<file path="src/pkg/svdc_defines.vh">
// Constants of the supply voltage detect control block
`ifndef SVDC_DEFINES_VH
`define SVDC_DEFINES_VH

// -----------------------------------------------------------------
// Register byte addresses
// -----------------------------------------------------------------
`define SVDC_ADDR_W          4
`define SVDC_OFF_CTRL        4'h0
`define SVDC_OFF_STATUS      4'h4
`define SVDC_OFF_CLEAR       4'h8
`define SVDC_OFF_ENABLE      4'hc

// -----------------------------------------------------------------
// Control register fields
// -----------------------------------------------------------------
`define SVDC_BIT_EN          15
`define SVDC_BIT_IDLE        13
`define SVDC_BIT_DIR         7
`define SVDC_BIT_BGST        6
`define SVDC_BIT_IRST        5
`define SVDC_LVL_HI          3
`define SVDC_LVL_LO          0
`define SVDC_CTRL_WMASK      16'ha08f
`define SVDC_CTRL_RST        16'h0000
`define SVDC_LVL_EXT         4'hf

// -----------------------------------------------------------------
// Interrupt bits
// -----------------------------------------------------------------
`define SVDC_IRQ_W           2
`define SVDC_IRQ_TRIP        0
`define SVDC_IRQ_UNSTABLE    1
`define SVDC_IRQ_RST         2'h0

`endif

</file>
<file path="src/hdl/svdc_sync.v">
// Three-stage synchroniser for one asynchronous input
`timescale 1ns/10ps
module svdc_sync (
  input  wire ref_clk_i,
  input  wire arst_n_i,
  input  wire async_i,
  output reg  level_o
);
  reg s1;
  reg s2;
  reg s3;

  always @(posedge ref_clk_i or negedge arst_n_i) begin
    if (!arst_n_i) begin
      s1      <= 1'b0;
      s2      <= 1'b0;
      s3      <= 1'b0;
      level_o <= 1'b0;
    end else begin
      s1 <= async_i;
      s2 <= s1;
      s3 <= s2;
      if (s2 == s3) begin
        level_o <= s3;
      end
    end
  end
endmodule

</file>
<file path="src/hdl/svdc_trip_eval.v">
// Trip direction evaluation of the comparator result
`timescale 1ns/10ps
module svdc_trip_eval (
  input  wire ref_clk_i,
  input  wire arst_n_i,
  input  wire active_i,
  input  wire dir_i,
  input  wire above_i,
  output reg  event_o
);
  reg tripped;
  reg was_tripped;

  always @* begin
    if (dir_i) begin
      tripped = above_i;
    end else begin
      tripped = ~above_i;
    end
  end

  always @(posedge ref_clk_i or negedge arst_n_i) begin
    if (!arst_n_i) begin
      was_tripped <= 1'b0;
      event_o     <= 1'b0;
    end else begin
      was_tripped <= active_i & tripped;
      event_o     <= active_i & tripped & ~was_tripped;
    end
  end
endmodule

</file>
<file path="src/hdl/svdc_top.v">
// Supply voltage detect control: register, trip logic, interrupt
//
// Functional notes
// - Bit 15 enables the detector
// - Bit 13 stops detector during idle
// - Direction 1: event at or above trip
// - Direction 0: event below trip
// - Bit 6 reports band gap stable
// - Reference stable allows trip interrupt flag generation
// - Level 1111 selects external trip input
// - Codes 1110 to 0000 select points 1-15
// - Unimplemented bits read zero, ignore writes
`timescale 1ns/10ps
`include "svdc_defines.vh"
module svdc_top (
  input  wire        ref_clk_i,
  input  wire        arst_n_i,
  input  wire [3:0]  avs_address_i,
  input  wire        avs_read_i,
  input  wire        avs_write_i,
  input  wire [31:0] avs_writedata_i,
  input  wire [3:0]  avs_byteenable_i,
  output reg  [31:0] avs_readdata_o,
  output reg         avs_waitrequest_o,
  input  wire        idle_mode_i,
  input  wire        bandgap_stable_i,
  input  wire        reference_stable_i,
  input  wire        comp_above_i,
  output reg         detector_power_o,
  output reg         ext_input_select_o,
  output reg  [3:0]  trip_point_o,
  output reg         irq_o
);

  // ---------------------------------------------------------------
  // Synchronised analog status inputs
  // ---------------------------------------------------------------
  wire [2:0] async_in;
  wire [2:0] synced;
  wire       bg_stable;
  wire       ir_stable;
  wire       above;

  assign async_in  = {comp_above_i, reference_stable_i, bandgap_stable_i};
  assign bg_stable = synced[0];
  assign ir_stable = synced[1];
  assign above     = synced[2];

  genvar gi;
  generate
    for (gi = 0; gi < 3; gi = gi + 1) begin : g_sync
      svdc_sync u_sync (
        .ref_clk_i (ref_clk_i),
        .arst_n_i  (arst_n_i),
        .async_i   (async_in[gi]),
        .level_o   (synced[gi])
      );
    end
  endgenerate

  // ---------------------------------------------------------------
  // Bus decode
  // ---------------------------------------------------------------
  reg  [15:0] ctrl;
  reg  [1:0]  irq_status;
  reg  [1:0]  irq_enable;
  wire        access;
  wire        wr;
  wire        sel_ctrl;
  wire        sel_status;
  wire        sel_clear;
  wire        sel_enable;
  wire        wr_ctrl;
  wire        wr_clear;
  wire        wr_enable;
  wire [15:0] be_mask;
  wire [15:0] wdata_mask;

  assign access     = (avs_read_i | avs_write_i) & avs_waitrequest_o;
  assign wr         = avs_write_i & avs_waitrequest_o;

  // ---------------------------------------------------------------
  // Address select and write strobes
  // ---------------------------------------------------------------
  assign sel_ctrl   = (avs_address_i == `SVDC_OFF_CTRL);
  assign sel_status = (avs_address_i == `SVDC_OFF_STATUS);
  assign sel_clear  = (avs_address_i == `SVDC_OFF_CLEAR);
  assign sel_enable = (avs_address_i == `SVDC_OFF_ENABLE);
  assign wr_ctrl    = wr & sel_ctrl;
  assign wr_clear   = wr & sel_clear & avs_byteenable_i[0];
  assign wr_enable  = wr & sel_enable & avs_byteenable_i[0];

  // ---------------------------------------------------------------
  // Byte lane masks
  // ---------------------------------------------------------------
  assign be_mask    = {{8{avs_byteenable_i[1]}}, {8{avs_byteenable_i[0]}}};
  assign wdata_mask = be_mask & `SVDC_CTRL_WMASK;

  // ---------------------------------------------------------------
  // Control register
  // ---------------------------------------------------------------
  always @(posedge ref_clk_i or negedge arst_n_i) begin
    if (!arst_n_i) begin
      ctrl <= `SVDC_CTRL_RST;
    end else if (wr_ctrl) begin
      ctrl <= (ctrl & ~wdata_mask) |
              (avs_writedata_i[15:0] & wdata_mask);
    end
  end

  // ---------------------------------------------------------------
  // Detector control
  // ---------------------------------------------------------------
  wire [3:0] level;
  wire       active;
  wire       trip_event;

  assign level  = ctrl[`SVDC_LVL_HI:`SVDC_LVL_LO];
  assign active = ctrl[`SVDC_BIT_EN] &
                  ~(ctrl[`SVDC_BIT_IDLE] & idle_mode_i);

  always @(posedge ref_clk_i or negedge arst_n_i) begin
    if (!arst_n_i) begin
      detector_power_o   <= 1'b0;
      ext_input_select_o <= 1'b0;
      trip_point_o       <= 4'h0;
    end else begin
      detector_power_o   <= active;
      ext_input_select_o <= (level == `SVDC_LVL_EXT);
      trip_point_o       <= `SVDC_LVL_EXT - level;
    end
  end

  svdc_trip_eval u_eval (
    .ref_clk_i (ref_clk_i),
    .arst_n_i  (arst_n_i),
    .active_i  (active),
    .dir_i     (ctrl[`SVDC_BIT_DIR]),
    .above_i   (above),
    .event_o   (trip_event)
  );

  // ---------------------------------------------------------------
  // Interrupt status, clear and enable
  // ---------------------------------------------------------------
  reg        ir_prev;
  wire [1:0] events;
  wire [1:0] clr;

  assign events = {ir_prev & ~ir_stable & ctrl[`SVDC_BIT_EN],
                   trip_event & ir_stable};
  assign clr    = wr_clear ? avs_writedata_i[1:0] : 2'h0;

  // Set wins over clear in the same cycle
  always @(posedge ref_clk_i or negedge arst_n_i) begin
    if (!arst_n_i) begin
      ir_prev    <= 1'b0;
      irq_status <= `SVDC_IRQ_RST;
    end else begin
      ir_prev    <= ir_stable;
      irq_status <= (irq_status & ~clr) | events;
    end
  end

  always @(posedge ref_clk_i or negedge arst_n_i) begin
    if (!arst_n_i) begin
      irq_enable <= `SVDC_IRQ_RST;
    end else if (wr_enable) begin
      irq_enable <= avs_writedata_i[1:0];
    end
  end

  // ---------------------------------------------------------------
  // Level interrupt output
  // ---------------------------------------------------------------
  always @(posedge ref_clk_i or negedge arst_n_i) begin
    if (!arst_n_i) begin
      irq_o <= 1'b0;
    end else begin
      irq_o <= |(irq_status & irq_enable);
    end
  end

  // ---------------------------------------------------------------
  // Read path and waitrequest
  // ---------------------------------------------------------------
  reg [31:0] next_rdata;

  always @* begin
    next_rdata = 32'h0000_0000;
    case (avs_address_i)
      `SVDC_OFF_CTRL: begin
        next_rdata[15:0] = ctrl & `SVDC_CTRL_WMASK;
        next_rdata[`SVDC_BIT_BGST] = bg_stable;
        next_rdata[`SVDC_BIT_IRST] = ir_stable;
      end
      `SVDC_OFF_STATUS: begin
        next_rdata[1:0] = irq_status;
      end
      `SVDC_OFF_ENABLE: begin
        next_rdata[1:0] = irq_enable;
      end
      default: begin
        next_rdata = 32'h0000_0000;
      end
    endcase
  end

  // ---------------------------------------------------------------
  // Answer sequencer: one wait cycle, one answer cycle
  // ---------------------------------------------------------------
  localparam ST_IDLE   = 1'b0;
  localparam ST_ANSWER = 1'b1;

  reg state;
  reg next_state;

  always @* begin
    next_state = state;
    case (state)
      ST_IDLE: begin
        if (access) begin
          next_state = ST_ANSWER;
        end
      end
      ST_ANSWER: begin
        next_state = ST_IDLE;
      end
      default: begin
        next_state = ST_IDLE;
      end
    endcase
  end

  always @(posedge ref_clk_i or negedge arst_n_i) begin
    if (!arst_n_i) begin
      state             <= ST_IDLE;
      avs_waitrequest_o <= 1'b1;
      avs_readdata_o    <= 32'h0000_0000;
    end else begin
      state             <= next_state;
      avs_waitrequest_o <= (next_state != ST_ANSWER);
      if (access && avs_read_i) begin
        avs_readdata_o <= next_rdata;
      end
    end
  end

endmodule

</file>
<file path="config.mk">
export PLATFORM = sky130hd
export DESIGN_NAME = svdc_top
export DESIGN_NICKNAME = d
export VERILOG_FILES = /design/src/hdl/svdc_sync.v /design/src/hdl/svdc_trip_eval.v /design/src/hdl/svdc_top.v
export VERILOG_INCLUDE_DIRS = /design/src /design/src/pkg
export SDC_FILE = /design/constraint.sdc
export NUM_CORES = 1
export LEC_CHECK = 0
export BUFFER_PORTS_ARGS = -buffer_cell sky130_fd_sc_hd__buf_2
export CORE_MARGIN = 2
export CORE_UTILIZATION = 30
export DETAILED_ROUTE_END_ITERATION = 12
export PLACE_DENSITY = 0.68
export SYNTH_ARGS = -nofsm -noshare
export SYNTH_HDL_FRONTEND = slang
export SYNTH_SLANG_ARGS = --single-unit
</file>
<file path="constraint.sdc">
create_clock -name ref_clk_i -period 1.5 [get_ports ref_clk_i]
set_input_delay 0.15 -clock ref_clk_i [delete_from_list [all_inputs] [get_ports ref_clk_i]]
set_output_delay 0.15 -clock ref_clk_i [all_outputs]
set_load 0.005 [all_outputs]
</file>
=== Yosys cells after proc, flatten, opt, wreduce, memory -nomap -nowiden ===
Index checks and enable logic that the tools add are counted.

* Add/subtract/negate cells: 1
* Equal/unequal tests: 7
* Muxes and demuxes: 6
* Bitwise operators: 29
* Reduce and logical (&&, ||, !) cells: 3

{| class="wikitable"
|+ Operators with widths
! kind !! number
|-
| AND 16 bit || 2
|-
| inverter 16 bit || 1
|-
| OR 16 bit || 1
|-
| AND 1 bit || 14
|-
| 2-to-1 mux 14 bit || 1
|-
| equality test 4 bit (second input constant) || 3
|-
| inverter 1 bit || 6
|-
| one-hot mux 2 bit (3 select lines) || 1
|-
| AND 2 bit || 2
|-
| equality test 4 x 3 -> 1 bit (second input constant) || 1
|-
| logical NOT 4 bit || 1
|-
| subtractor 4 bit (first input constant) || 1
|-
| equality test 1 bit || 3
|-
| 2-to-1 mux 1 bit || 2
|-
| 2-to-1 mux 2 bit || 1
|-
| inverter 2 bit || 1
|-
| OR 2 bit || 1
|-
| one-hot mux 1 bit (2 select lines) || 1
|-
| OR reduction 2 bit || 1
|-
| logical AND 1 bit || 1
|-
| OR 1 bit || 1
|}

* Register bits: 60
* Input bits: 48
* Output and inout bits: 40
* Logic and storage cells: 71

=== Longest topological paths before layout ===
* Depth after elaboration: 7
* Gate-level depth with buffers: 4
* Depth with buffers taken out: 3

=== By module ===
A second synthesis with hierarchy kept.

* Cells, all modules: 144
* Area total of the unflattened synthesis: 1,771.7 sq um

{| class="wikitable"
|+ By module, submodules not included
! module !! times used !! cells an instance !! area each (sq um) !! sequential area each (sq um)
|-
| svdc_top || 1 || 124 || 1,363.8 || 752.0
|-
| svdc_sync || 3 || 5 || 111.4 || 100.1
|-
| svdc_trip_eval || 1 || 5 || 73.8 || 50.0
|}

=== Worst setup path before layout ===
No wires, ideal clock.

* Path kind: register to register
* Start: register avs_waitrequest_o
* End: register irq_enable[0]
* Setup time: 125 ps
* Arrival: 1,372 ps
* Data required time: 1,375 ps
* Setup slack: 3 ps
* Stages on the path, launching flop included: 5
* Buffers on the path: 1
* Period minus slack after synthesis: 1,497 ps
* Path through: dfstp_2 > and3_1 > buf_2 > and4_1 > mux2_2

* Longest elaborated chain between the ends: 3

{| class="wikitable"
|+ Ends and longest elaborated chain
! element !! RTL line !! source
|-
| from (decl) || svdc_top.v:24 || <nowiki>output reg avs_waitrequest_o,</nowiki>
|-
| from (signal assigned) || svdc_top.v:242 || <nowiki>avs_waitrequest_o <= (next_state != ST_ANSWER);</nowiki>
|-
| AND 1 bit || svdc_top.v:80 || <nowiki>assign wr = avs_write_i & avs_waitrequest_o;</nowiki>
|-
| AND 1 bit (2 in a row) || svdc_top.v:91 || <nowiki>assign wr_enable = wr & sel_enable & avs_byteenable_i[0];</nowiki>
|-
| to (signal assigned) || svdc_top.v:167 || <nowiki>irq_enable <= `SVDC_IRQ_RST;</nowiki>
|-
| to (signal assigned) || svdc_top.v:169 || <nowiki>irq_enable <= avs_writedata_i[1:0];</nowiki>
|-
| to (decl) || svdc_top.v:66 || <nowiki>reg [1:0] irq_enable;</nowiki>
|}

No other way between the ends.
A chain may end at the register's enable or synchronous reset.

=== Final worst setup path ===
Same ends and word-level chain as after synthesis.

==> metrics.yaml <==
gr-total-overflow: 0
yosysTopAreaCell: "dfrtp_1"
worstReg2RegEnd: "irq_enable[0]"
routabilityCongestion: 0.849
grt.total_usage: 0.104
chipHeight_um: 80.4
crit_start: "avs_waitrequest_o"
timing_hold_violations_final: 0
worst_setup_path_start_kind: "flop"
insertion_delay_ns: 0.29
rsz0062_at_grt: "false"
design.core.area_um2: 5570
ys_seq_area_frac: 0.630
synth_top_cell_area_share: 0.615
firstDrtPassIters: 4
initial_core_util: 0.314
hold_start: "avs_writedata_i[13]"
finalSetupViolCount: 0
cts_buffer_depth: 2
synth_edf_count: 0
cts-buffers-inserted: 5
yosys-top-cells-area: "dfrtp_1 62%, buf_4 10%, nand2_1 3.9%, o21ai_0 3.4%, mux2_2 3.2%"
ys_warn_count: 0
netlist_top_cells_count: "43 x dfrtp_1, 24 x buf_4, 18 x nand2_1"
ys_seq_elements: 44
crit_end: "irq_enable[0]"
critPathCaptureType: "flop"
synth-main-ff-cell: "dfrtp_1"
fmax_mhz: 702
vias: 1138
die-area_um2: 6460
netlist_instances: 144
synthesis.area_um2: 1750
status: "completed"
antenna_left: 0
r2r_cells: 3
vias_per_cell: 4.26
finalNetCount: 242
grt_pass1_wl_um: 4950
yosysMostFrequentCell: "dfrtp_1"
min_period_ns: 1.43
grt_pass1_vias: 1042
fin_util: 0.379
antenna_found_initial: 0
hpwl_um: 2360
maxSlewViolCount: 0
area_delta_synth_final_pct: 20.7
clk_pin_slew_ns: 0.08
synthArstFlopShare: 1.00
portBuffers: 37
cts_tree: "built"
hold_path_class: "in2reg"
timing.rr.start: "avs_waitrequest_o"
ios: 88
routed_wirelength_um: 3030
ys_types: 29
die_w_um: 80.4
vdd_drop_max_mv: 0.629
wl_per_cell_um: 11.3
rows: 27
cts.sinks: 44
grt_max_degree: 24
p_per_area_nw_per_um2: 1380
drive_gt1_frac: 0.297
drt_iter0_drc: 71
crit_fanout: 3
diodes: 0
leakage_nw: 1.05
num-fill-cells: 564
required_ns: 1.68
syn_area_per_cell_um2: 12.1
fin_tns_setup_ns: 0
finalCritPeriodShare: 0.950
arrival_ns: 1.60
fin_skew_ns: 0.00595
path_class: "reg2reg"
r2r_setup_slack_ns: 0.07
drc_errors: 0
ctsRootBufferMaster: "clkbuf_8"
cts_htree_levels: 2
max_cap_violations: 0
==> layout by cell type, fill, tap and decap left out, types with 3 or more instances in the layout <==
| cell | count |
|---|---|
| o21ai_0 | 12 |
| buf_4 | 6 |
| clkbuf_8 | 5 |
| mux2_2 | 5 |
| maj3_1 | 3 |
| dlygate4sd3_1 | 4 |
| nand2_1 | 18 |
| nand3_1 | 5 |
| buf_2 | 37 |
| inv_1 | 6 |
| conb_1 | 23 |
| dfrtp_1 | 43 |
==> how the worst min path moves through the flow <==
stage                                      end  slack (ns)  cells past startpoint
finish                                    flop        0.07                      2
detailed placement           avs_readdata_o[3]        0.14                      1
global placement             avs_readdata_o[3]        0.13                      1
global route                              flop        0.08                      2
floorplan           asynchronous set/reset pin       -0.15                      0
CTS                                       flop        0.06                      2
==> timing repair <==
item,in CTS,in global routing
hold buffers,4,0
endpoints found under the hold margin,23,0
resized for setup,0,0
setup buffers,0,0
==> per-layer routing <==
metal | vias to the layer above | global-route usage | routed length [um]
li1 | 538 | - | -
met1 | 547 | 0.140 | 1340
met2 | 48 | 0.148 | 1380
met3 | 5 | 0.0427 | 264
met4 | 0 | 0.0424 | 44
met5 | - | 0 | 0
==> logic make-up (layout without fill, tap and decap cells) <==
| family | Yosys count | after routing | share of synthesized area |
|---|---|---|---|
| compound gates | 20 | 20 | 0.0708 |
| xor+xnor | 1 | 1 | 0.00501 |
| fa+ha+maj | 3 | 3 | 0.0172 |
| buf+inv | 32 | 61 | 0.121 |
| flops | 44 | 44 | 0.630 |
| mux | 7 | 7 | 0.0451 |
| other cells | 1 | 23 | 0.00214 |
| simple gates | 36 | 36 | 0.109 |
==> per-stage QoR <==
stage / area, um2 / power, W / cells / hold slack, ns / setup slack (ns)
3_3_place_gp: 1960 / 0.00205 / 255 / 0.133 / 0.0878
6_report: 2110 / 0.00290 / 267 / 0.0702 / 0.0745
4_1_cts: 2110 / 0.00294 / 267 / 0.0625 / 0.0778
5_1_grt: 2110 / 0.00308 / 267 / 0.0759 / 0.0363
2_1_floorplan: 1830 / 0.00184 / 166 / -0.146 / 0.00312
3_5_place_dp: 1960 / 0.00206 / 255 / 0.142 / 0.0805
==> report_power, final <==
| group | leakage [nW] | switching (W) | internal, W |
|---|---|---|---|
| clock network | 0.0552 | 0.000375 | 0.000494 |
| logic | 0.453 | 0.000259 | 0.000237 |
| registers | 0.544 | 0.000119 | 0.00142 |
| total | 1.05 | 0.000753 | 0.00215 |
==> layout make-up <==
type | count | area [um2] | area share
multi-input cells | 90 | 518 | 0.245
flip-flops and latches | 44 | 1100 | 0.522
inverters | 6 | 22.5 | 0.0107
clock inverters | 2 | 35.0 | 0.0166
repair buffers | 47 | 270 | 0.128
clock buffers | 6 | 72.6 | 0.0344
well taps | 72 | 90.1 | 0.0427
==> critical path: stages, from the launching register on <==
cell and delay (ns):
dfstp_2 0.53, and3_1 0.20, and4_1 0.25, mux2_2 0.34
No activity file was read; power rests on OpenSTA's default activity.
